[src/pkg/csro_pkg.sv]
// Package holding constants and types of the clock select and reference output block.
package csro_pkg;

    // Register indices on the plain register port.
    localparam logic [1:0] ADDR_OSC_CONTROL = 2'h0;
    localparam logic [1:0] ADDR_OSC_STATUS = 2'h1;
    localparam logic [1:0] ADDR_OSC_TUNING = 2'h2;
    localparam logic [1:0] ADDR_REFCLK_CONTROL = 2'h3;

    // Reset values of the writable registers.
    localparam logic [7:0] OSC_CONTROL_RESET = 8'h38;
    localparam logic [7:0] OSC_TUNING_RESET = 8'h00;
    localparam logic [7:0] REFCLK_CONTROL_RESET = 8'h30;

    // Field positions in the oscillator control register.
    localparam int OSC_CTL_PLL_BIT = 7;
    localparam int OSC_CTL_IFS_LSB = 3;
    localparam int OSC_CTL_SCS_LSB = 0;

    // Writable bits of the control and tuning registers.
    localparam logic [7:0] OSC_CONTROL_MASK = 8'hFB;
    localparam logic [7:0] OSC_TUNING_MASK = 8'h3F;

    // Field positions in the reference clock control register.
    localparam int REF_EN_BIT = 7;
    localparam int REF_OE_BIT = 6;
    localparam int REF_SLEW_BIT = 5;
    localparam int REF_DUTY_LSB = 3;
    localparam int REF_DIV_LSB = 0;

    // Frequency select code that quadruples to the top rate with the PLL.
    localparam logic [3:0] IFS_HF_8MHZ = 4'hE;

    // Internal oscillator that a frequency select code uses.
    typedef enum logic [1:0] {CSRO_OSC_LF, CSRO_OSC_MF, CSRO_OSC_HF} csro_osc_t;

    // Source of the system clock.
    typedef enum logic [1:0] {CSRO_SYS_CONFIG, CSRO_SYS_TIMER1,
        CSRO_SYS_INTERNAL} csro_sys_t;

    // Raw readiness reports from the analog oscillators and timers.
    typedef struct packed {
        logic timer1_ready_raw;
        logic pll_locked;
        logic running_config_clock;
        logic hf_ready;
        logic hf_locked;
        logic mf_ready;
        logic lf_ready;
        logic hf_stable;
    } csro_osc_raw_t;

    // Status register image, bit 7 first.
    typedef struct packed {
        logic timer1_osc_ready;
        logic pll_ready;
        logic startup_status;
        logic hf_osc_ready;
        logic hf_osc_locked;
        logic mf_osc_ready;
        logic lf_osc_ready;
        logic hf_osc_stable;
    } csro_status_t;

endpackage
[src/hdl/csro_clock_ctrl.sv]
// Oscillator select, status and tuning registers with the reference clock.
//
// Operation
// - Config PLL enable forces PLL always on.
// - Otherwise soft PLL bit enables the PLL.
// - Frequency select picks oscillator and rate.
// - Frequency select resets to 0111, 500 kHz.
// - Code 1110 gives 8 MHz, 32 MHz with PLL.
// - System clock select chooses clock source.
// - Unimplemented control and tuning bits read zero.
// - Timer1 ready reads one when disabled.
// - PLL ready bit shows PLL readiness.
// - Startup status shows configured clock running.
// - HF, MF, LF ready bits report readiness.
// - HF locked means at least 2% accurate.
// - HF stable means at least 0.5% accurate.
// - Six-bit signed trim, resets to zero.
// - Generator runs from sysclk only when enabled.
// - Pin gets refclk only when output enabled.
// - Three-bit divider offers eight ratios.
// - Undivided duty follows source unless zero.
// - Reset disables generator and restores registers.
// - Crystal modes keep refclk off the pin.
// - Clock-out option puts sysclk/4 on pin.
// - Sleep freezes generator and its outputs.
// - Divider is power of two, 1 to 128.
// - Duty field gives 0, 25, 50, 75 percent.
//
// The placing of the registers and the plain strobed port were left to the implementer.
`timescale 1ns/1ps

module csro_clock_ctrl #(
    parameter int DIV_W = 3
) (
    input wire logic clk,
    input wire logic reset,
    input wire logic [1:0] reg_addr,
    input wire logic [7:0] reg_wdata,
    input wire logic reg_write,
    input wire logic reg_read,
    output logic [7:0] reg_rdata,
    input wire logic config_pll_enable,
    input wire logic config_sysclk_out_enable,
    input wire logic config_crystal_mode,
    input wire logic timer1_osc_enable,
    input wire logic sleep,
    input wire csro_pkg::csro_osc_raw_t osc_raw,
    output logic pll_enable,
    output logic [3:0] internal_freq_select,
    output csro_pkg::csro_osc_t internal_osc_source,
    output logic hf_pll_32mhz,
    output csro_pkg::csro_sys_t system_clock_source,
    output logic [5:0] freq_trim,
    output logic refclk_internal,
    output logic refclk_out_pin_o,
    output logic refclk_out_pin_oe,
    output logic refclk_slew_limit
);

    ////////////////////////////////////////////////////////////////////////
    // Registers and derived fields.

    // Oscillator control register, bit 2 held at zero.
    logic [7:0] osc_control_q;
    // Oscillator tuning register, bits 7 and 6 held at zero.
    logic [7:0] osc_tuning_q;
    // Reference clock control register.
    logic [7:0] refclk_control_q;
    // Registered status image.
    csro_pkg::csro_status_t status_q;
    // Read data register.
    logic [7:0] rdata_q;

    // Fields pulled out of the control registers.
    logic soft_pll_enable;
    logic [3:0] ifs_field;
    logic [1:0] scs_field;
    logic refclk_module_enable;
    logic refclk_output_enable;
    logic [1:0] duty_field;
    logic [DIV_W-1:0] div_field;

    assign soft_pll_enable = osc_control_q[csro_pkg::OSC_CTL_PLL_BIT];
    assign ifs_field = osc_control_q[csro_pkg::OSC_CTL_IFS_LSB +: 4];
    assign scs_field = osc_control_q[csro_pkg::OSC_CTL_SCS_LSB +: 2];
    assign refclk_module_enable = refclk_control_q[csro_pkg::REF_EN_BIT];
    assign refclk_output_enable = refclk_control_q[csro_pkg::REF_OE_BIT];
    assign duty_field = refclk_control_q[csro_pkg::REF_DUTY_LSB +: 2];
    assign div_field = refclk_control_q[csro_pkg::REF_DIV_LSB +: DIV_W];

    ////////////////////////////////////////////////////////////////////////
    // Register writes.

    // Oscillator control: masked write keeps the unused bit at zero.
    always_ff @(posedge clk)
    begin
        if (reset)
        begin
            osc_control_q <= csro_pkg::OSC_CONTROL_RESET;
        end
        else if (reg_write && reg_addr == csro_pkg::ADDR_OSC_CONTROL)
        begin
            osc_control_q <= reg_wdata & csro_pkg::OSC_CONTROL_MASK;
        end
    end

    // Oscillator tuning: only the six trim bits are stored.
    always_ff @(posedge clk)
    begin
        if (reset)
        begin
            osc_tuning_q <= csro_pkg::OSC_TUNING_RESET;
        end
        else if (reg_write && reg_addr == csro_pkg::ADDR_OSC_TUNING)
        begin
            osc_tuning_q <= reg_wdata & csro_pkg::OSC_TUNING_MASK;
        end
    end

    // Reference clock control: all eight bits are writable.
    always_ff @(posedge clk)
    begin
        if (reset)
        begin
            refclk_control_q <= csro_pkg::REFCLK_CONTROL_RESET;
        end
        else if (reg_write && reg_addr == csro_pkg::ADDR_REFCLK_CONTROL)
        begin
            refclk_control_q <= reg_wdata;
        end
    end

    ////////////////////////////////////////////////////////////////////////
    // Status and read port.

    // Status is sampled every cycle from the oscillator reports.
    always_ff @(posedge clk)
    begin
        if (reset)
        begin
            status_q <= '0;
        end
        else
        begin
            status_q.timer1_osc_ready <= timer1_osc_enable ?
                osc_raw.timer1_ready_raw : 1'b1;
            status_q.pll_ready <= osc_raw.pll_locked;
            status_q.startup_status <= osc_raw.running_config_clock;
            status_q.hf_osc_ready <= osc_raw.hf_ready;
            status_q.mf_osc_ready <= osc_raw.mf_ready;
            status_q.lf_osc_ready <= osc_raw.lf_ready;
            status_q.hf_osc_locked <= osc_raw.hf_locked;
            status_q.hf_osc_stable <= osc_raw.hf_stable;
        end
    end

    // Read data stand for the one cycle after the read strobe.
    always_ff @(posedge clk)
    begin
        if (reset)
        begin
            rdata_q <= '0;
        end
        else if (reg_read)
        begin
            case (reg_addr)
                csro_pkg::ADDR_OSC_CONTROL: rdata_q <= osc_control_q;
                csro_pkg::ADDR_OSC_STATUS: rdata_q <= status_q;
                csro_pkg::ADDR_OSC_TUNING: rdata_q <= osc_tuning_q;
                csro_pkg::ADDR_REFCLK_CONTROL: rdata_q <= refclk_control_q;
                default: rdata_q <= '0;
            endcase
        end
        else
        begin
            rdata_q <= '0;
        end
    end

    ////////////////////////////////////////////////////////////////////////
    // Oscillator steering outputs.

    // PLL, source and rate steering toward the oscillator block.
    always_ff @(posedge clk)
    begin
        if (reset)
        begin
            pll_enable <= 1'b0;
            internal_osc_source <= csro_pkg::CSRO_OSC_MF;
            hf_pll_32mhz <= 1'b0;
            system_clock_source <= csro_pkg::CSRO_SYS_CONFIG;
        end
        else
        begin
            pll_enable <= config_pll_enable | soft_pll_enable;
            if (ifs_field[3:1] == 3'b000)
            begin
                internal_osc_source <= csro_pkg::CSRO_OSC_LF;
            end
            else if (ifs_field == 4'b0011 || ifs_field[3])
            begin
                internal_osc_source <= csro_pkg::CSRO_OSC_HF;
            end
            else
            begin
                internal_osc_source <= csro_pkg::CSRO_OSC_MF;
            end
            hf_pll_32mhz <= (ifs_field == csro_pkg::IFS_HF_8MHZ) &&
                (config_pll_enable | soft_pll_enable);
            if (scs_field[1])
            begin
                system_clock_source <= csro_pkg::CSRO_SYS_INTERNAL;
            end
            else if (scs_field[0])
            begin
                system_clock_source <= csro_pkg::CSRO_SYS_TIMER1;
            end
            else
            begin
                system_clock_source <= csro_pkg::CSRO_SYS_CONFIG;
            end
        end
    end

    ////////////////////////////////////////////////////////////////////////
    // Reference clock generator.

    // Settings in use for the current output period.
    logic [DIV_W-1:0] div_live_q;
    logic [1:0] duty_live_q;
    // Cycle position inside the output period.
    logic [7:0] phase_q;
    // Period length and high time of the live settings.
    logic [8:0] period_len;
    logic [8:0] high_len;
    // Last cycle of the period.
    logic period_end;
    // Quarter-rate system clock count for the clock-out option.
    logic [1:0] quarter_q;

    // The base clock is clk halved, so undivided output is a 50% clock.
    always_comb
    begin
        period_len = 9'(2) << div_live_q;
        if (duty_live_q == 2'b00)
        begin
            high_len = '0;
        end
        else if (div_live_q == '0)
        begin
            high_len = 9'(1);
        end
        else
        begin
            high_len = 9'((period_len >> 2) * duty_live_q);
        end
        period_end = (9'(phase_q) == period_len - 9'(1));
    end

    // Period counter; frozen in sleep, cleared while disabled.
    always_ff @(posedge clk)
    begin
        if (reset || !refclk_module_enable)
        begin
            phase_q <= '0;
            div_live_q <= div_field;
            duty_live_q <= duty_field;
        end
        else if (!sleep)
        begin
            if (period_end)
            begin
                phase_q <= '0;
                div_live_q <= div_field;
                duty_live_q <= duty_field;
            end
            else
            begin
                phase_q <= phase_q + 8'(1);
            end
        end
    end

    // Reference output level for the modulator and the pin.
    always_ff @(posedge clk)
    begin
        if (reset || !refclk_module_enable)
        begin
            refclk_internal <= 1'b0;
        end
        else if (!sleep)
        begin
            refclk_internal <= period_end ? (duty_field != 2'b00) :
                (9'(phase_q) + 9'(1) < high_len);
        end
    end

    // System clock divided by four; stops with the clock in sleep.
    always_ff @(posedge clk)
    begin
        if (reset)
        begin
            quarter_q <= '0;
        end
        else if (!sleep)
        begin
            quarter_q <= quarter_q + 2'(1);
        end
    end

    // Pin multiplexer: crystal use, then clock-out, then reference.
    always_ff @(posedge clk)
    begin
        if (reset)
        begin
            refclk_out_pin_o <= 1'b0;
            refclk_out_pin_oe <= 1'b0;
            refclk_slew_limit <= 1'b1;
        end
        else if (!sleep)
        begin
            refclk_slew_limit <= refclk_control_q[csro_pkg::REF_SLEW_BIT];
            if (config_crystal_mode)
            begin
                refclk_out_pin_o <= 1'b0;
                refclk_out_pin_oe <= 1'b0;
            end
            else if (config_sysclk_out_enable)
            begin
                refclk_out_pin_o <= quarter_q[1];
                refclk_out_pin_oe <= 1'b1;
            end
            else if (refclk_output_enable && refclk_module_enable)
            begin
                refclk_out_pin_o <= period_end ? (duty_field != 2'b00) :
                    (9'(phase_q) + 9'(1) < high_len);
                refclk_out_pin_oe <= 1'b1;
            end
            else
            begin
                refclk_out_pin_o <= 1'b0;
                refclk_out_pin_oe <= 1'b0;
            end
        end
    end

    // Direct register outputs.
    assign reg_rdata = rdata_q;
    assign internal_freq_select = ifs_field;
    assign freq_trim = osc_tuning_q[5:0];
endmodule

[config.mk]
export PLATFORM = sky130hd
export DESIGN_NAME = csro_clock_ctrl
export DESIGN_NICKNAME = d
export VERILOG_FILES = /design/src/pkg/csro_pkg.sv /design/src/hdl/csro_clock_ctrl.sv
export SDC_FILE = /design/constraint.sdc
export NUM_CORES = 1
export LEC_CHECK = 0
export BUFFER_PORTS_ARGS = -buffer_cell sky130_fd_sc_hd__buf_2
export CORE_UTILIZATION = 23
export DETAILED_ROUTE_END_ITERATION = 12
export SYNTH_ARGS = -nofsm -noshare
export SYNTH_HDL_FRONTEND = slang
export SYNTH_SLANG_ARGS = --single-unit
[constraint.sdc]
create_clock -name clk -period 5.7 [get_ports clk]
set_input_delay 0.57 -clock clk [delete_from_list [all_inputs] [get_ports clk]]
set_output_delay 0.57 -clock clk [all_outputs]
set_load 0.01 [all_outputs]
After elaboration in Yosys (flattened, before gate mapping):

Index checks and enable logic that the tools add are counted.
Widths: inputs -> output; s select.

* add/subtract/negate cells: 4
* multiply operators: 1
* magnitude comparators: 1
* eq/ne operators: 7
* shifts and indexed selects: 1
* multiplexer cells: 22
* bitwise logic cells: 2
* reduce and logical (&&, ||, !) cells: 18

Operators by type and width (count)
* $pmux 8 s4: 1
* $mux 9: 2
* $mux 1: 10
* $mux 2: 5
* $add 8x1->9 const B: 1
* $eq 8x9->1: 1
* $lt 9x9->1: 1
* $mul 7x2->9: 1
* $mux 3: 3
* $shl 2x3->9 const A: 1
* $sub 9x1->9 const B: 1
* $add 8x1->8 const B: 1
* $mux 8: 1
* $logic_not 3->1: 2
* $reduce_or 2->1: 3
* $logic_and 1x1->1: 5
* $eq 2x2->1 const B: 2
* $eq 4x2->1 const B: 1
* $eq 4x4->1 const B: 1
* $logic_not 2->1: 2
* $reduce_bool 2->1: 2
* $add 2x1->2 const B: 1
* $eq 2x1->1 const B: 1
* $logic_or 1x1->1: 2
* other kinds (5): 5

* bits in registers: 62
* input bits: 27
* output and inout bits: 28

Longest topological paths before layout:

* word-level depth: 9
* depth in mapped cells: 19

Least setup slack after synthesis:

Ideal clock, no wire load.

* path type: register -> register
* start point: reg div_live_q[2]
* end point: reg refclk_out_pin_o
* library setup time: 59 ps
* arrival time: 3371 ps
* data required time: 5641 ps
* setup slack: 2269 ps
* stages on the path, launching flop included: 18
* path buffers: 1
* clock period less this slack: 3431 ps
* cell sequence: edfxtp_1 > clkbuf_1 > nand2b_1 > nor2_1 > ha_1 > fa_1 > a21o_1 > a21oi_1 > o21bai_1 > a21oi_1 > xnor2_1 > nand2_1 > ha_1 > a21o_1 > a211oi_1 > o31ai_1 > mux2i_1 > a41o_1

* cells in the longest elaborated chain, start to end: 9

Ends and longest elaborated chain
* start, declared: RTL line csro_clock_ctrl.sv:229 `logic [DIV_W-1:0] div_live_q;`
* start signal, assigned: RTL line csro_clock_ctrl.sv:266 `div_live_q <= div_field;`
* start signal, assigned: RTL line csro_clock_ctrl.sv:274 `div_live_q <= div_field;`
* $shl 2x3->9: RTL line csro_clock_ctrl.sv:244 `period_len = 9'(2) << div_live_q;`
* $mul 7x2->9: RTL line csro_clock_ctrl.sv:255 `high_len = 9'((period_len >> 2) * duty_live_q);`
* $mux 9: RTL line csro_clock_ctrl.sv:249 `else if (div_live_q == '0)`
* $mux 9: RTL line csro_clock_ctrl.sv:245 `if (duty_live_q == 2'b00)`
* $lt 9x9->1: RTL line csro_clock_ctrl.sv:336 `(9'(phase_q) + 9'(1) < high_len);`
* $mux 1 (*): RTL line csro_clock_ctrl.sv:335 `refclk_out_pin_o <= period_end ? (duty_field != 2'b00) :`
* $mux 1 (*): RTL line csro_clock_ctrl.sv:333 `else if (refclk_output_enable && refclk_module_enable)`
* $mux 1 (*): RTL line csro_clock_ctrl.sv:328 `else if (config_sysclk_out_enable)`
* $mux 1 (*): RTL line csro_clock_ctrl.sv:323 `if (config_crystal_mode)`
* end signal, assigned: RTL line csro_clock_ctrl.sv:330 `refclk_out_pin_o <= quarter_q[1];`
* end signal, assigned: RTL line csro_clock_ctrl.sv:335
* end, declared: RTL line csro_clock_ctrl.sv:55 `output logic refclk_out_pin_o,`

Mark *: on every way between the ends. The rest lies on a longest branch, timed or not.
A chain may end at the register's enable or synchronous reset.

Worst setup path after layout:

Same ends and word-level chain as after synthesis.

==> summary.txt <==
number of port buffers -> 54
Synth Cell Area -> 0.00317 sq mm
wire length per cell -> 12.7 microns
Final setup viols -> 0
Cell Pwr Density -> 306 mW/mm^2
commonest non-fill, non-tap cell in the layout -> dfxtp_1
relative slew slack -> 50.4%
vias per cell -> 4.45
initial antenna violation count -> 0
commonest cells after routing, fill and taps aside -> dfxtp_1, buf_2, nor2_1, nand2_1, nor2b_1
post-cts hold buffer count -> 0
global route overflow -> 0
top post-synthesis cells by area -> dfxtp_1, ha_1, nor2_1, xnor2_1, edfxtp_1
max-slew violation count -> 0
die width -> 119 microns
CTS root buffer -> clkbuf_16
CTS Sinks -> 62
register area share after synthesis -> 40.8%
final antenna-violating net count -> 0
CTS clk-pin slew, worst paths -> 50 ps
number of synthesized flops with an enable pin -> 5
CP required -> 5970 ps
final clock skew -> 5.09 ps
library cells used by synthesis -> 55
die outline height -> 119 microns
unrepaired setup endpoints after global routing -> false
Mapped Cells -> 352
Setup WS pre-CTS -> 2050 ps
critical path fanouts, max -> 15
Clk Latency, worst-skew pair -> 320 ps
syn avg cell area -> 8.99 sq um
Core ar. -> 0.0133 sq mm
CTS Buffer Depth -> 2
Worst setup EP type -> flip-flop
Tmin final -> 3680 ps
antenna cells -> 0
FP Rows -> 42
Gates resized, CTS repair -> 0
via count -> 2563
Post-synth top flop -> dfxtp_1
Max Freq -> 271 MHz
initial drt markers -> 96
Critical Path Start Type -> flip-flop
Final Hold Fails -> 0
All-Layer GR Usage -> 10.7%
Placed Area -> 0.00355 sq mm
Post-synth ARST share -> 0%
Final Core Density -> 29.2%
reg2reg setup slack -> 2020 ps
leading area contributor after synthesis -> dfxtp_1
worst vdd ir -> 0.208 mV
Min-Delay Path Class -> in2reg
non-filler cells, final -> 576
post-CTS setup buffers -> 0
post-route cell area -> 0.00390 sq mm
number of max-cap violations -> 0
CTS Buf Count -> 9
CTS tree -> yes
critical path arrival -> 3960 ps
Nets -> 439
vias in the first global route -> 2564
Yosys reg bits -> 62
Synth-to-Final Area Change -> 23.2%
setup TNS -> 0 ps
Yosys warning count -> 0
static leakage -> 0.00168 uW
DRC -> 0
Syn Nets -> 396
DRT Pass-1 Iters -> 4
Starting Density -> 23.7%
run status -> complete, no violations
area share of the largest cell type after synthesis -> 36.0%
Die Area -> 0.0142 sq mm
global placer's final weighted congestion -> 0.796
largest net degree at the start of global routing -> 44
Slew @ Worst Pin -> 744 ps
final worst path period share -> 64.6%
first-pass GRT wire length -> 12100 microns
detailed-placement wirelength estimate -> 5620 microns
# IOs -> 55
share of cells above drive strength 1 -> 20.0%
post-route setup slack -> 2020 ps
# placed instances -> 560
Setup CP Type -> reg2reg
WL final -> 7320 microns
H-Tree Depth -> 3
-- path summary, 6_finish.rpt --
| path | from | cells past startpoint | to |
|---|---|---|---|
| max | div_live_q[2]$_DFFE_PP_ | 16 | refclk_out_pin_o$_SDFFE_PP0N_ |
| min | timer1_osc_enable | 2 | status_q[7]$_SDFF_PP0_ |
| max reg2reg | div_live_q[2]$_DFFE_PP_ | 16 | refclk_out_pin_o$_SDFFE_PP0N_ |
| min reg2reg | refclk_control_q[0]$_SDFFE_PP0P_ | 0 | div_live_q[0]$_DFFE_PP_ |
-- power breakdown --
group	switching [uW]	internal, uW	total [uW]
Sequential	12.6	456	468
Combinational	50.8	42.2	93.0
Clock	180	451	631
-- cell type report --
type,instances,area [sq um]
timing repair buffer,55,278
tap,176,220
sequential,62,1290
fill,1457,9450
inverter,8,30.0
multi-input combinational,259,1730
clock buffer,13,260
clock inverter,3,90.1
-- metal layers --
| layer | part of all wire, % | wire, microns | global-route usage, % |
|---|---|---|---|
| met1 | 45 | 3280 | 12.2 |
| met4 | 1.5 | 109 | 4.30 |
| met3 | 2.6 | 191 | 2.06 |
| met2 | 51 | 3750 | 19.4 |
| met5 | 0 | 0 | 0 |
-- stage by stage --
step,total power [uW],hold slack [ps]
final,1190,427
after global routing,1230,437
after CTS,1200,424
after detailed placement,570,459
after global placement,568,440
after floorplan,539,424
-- cell usage after synthesis (6+ instances only) --
| cell | instances |
|---|---|
| dfxtp_1 | 57 |
| nor2_1 | 52 |
| nand2_1 | 39 |
| nor2b_1 | 21 |
| a21oi_1 | 19 |
| xnor2_1 | 18 |
| ha_1 | 16 |
| clkbuf_1 | 13 |
| mux2i_1 | 13 |
| nand3_1 | 9 |
| inv_1 | 8 |
| nor3_1 | 6 |
| xor2_1 | 6 |
-- flip-flops by register name (all words and copies together) (netlist names), 2 cells and up --
register	flops
div_live_q	3
internal_osc_source	2
quarter_q	2
osc_tuning_q	6
status_q	8
refclk_control_q	8
system_clock_source	2
reg_rdata	8
duty_live_q	2
phase_q	8
osc_control_q	7
-- worst max-delay path, cell delays in order (launching register included) --
cell      delay [ps]
edfxtp_1         600
nand2b_1         230
nor2_1            60
ha_1             200
fa_1             420
a21o_1           200
a21oi_1          220
o21bai_1          90
a21oi_1          200
xnor2_1          150
nand2_1           90
ha_1             300
a21o_1           180
a211oi_1         230
o31ai_1          110
mux2i_1          180
a41o_1           180
-- cell families (layout without fill, tap and decap cells) --
group,Yosys count,in the layout,synth area share [%]
muxes,19,19,8.02
adders and majority gates,17,17,6.96
AOI/OAI and AO/OA,49,49,10.4
and+or+nand+nor,150,150,22.6
buffers and inverters,31,79,4.59
xor gates and xnor gates,24,24,6.64
DFF,62,62,40.8
(Power assumes the default switching activity.)
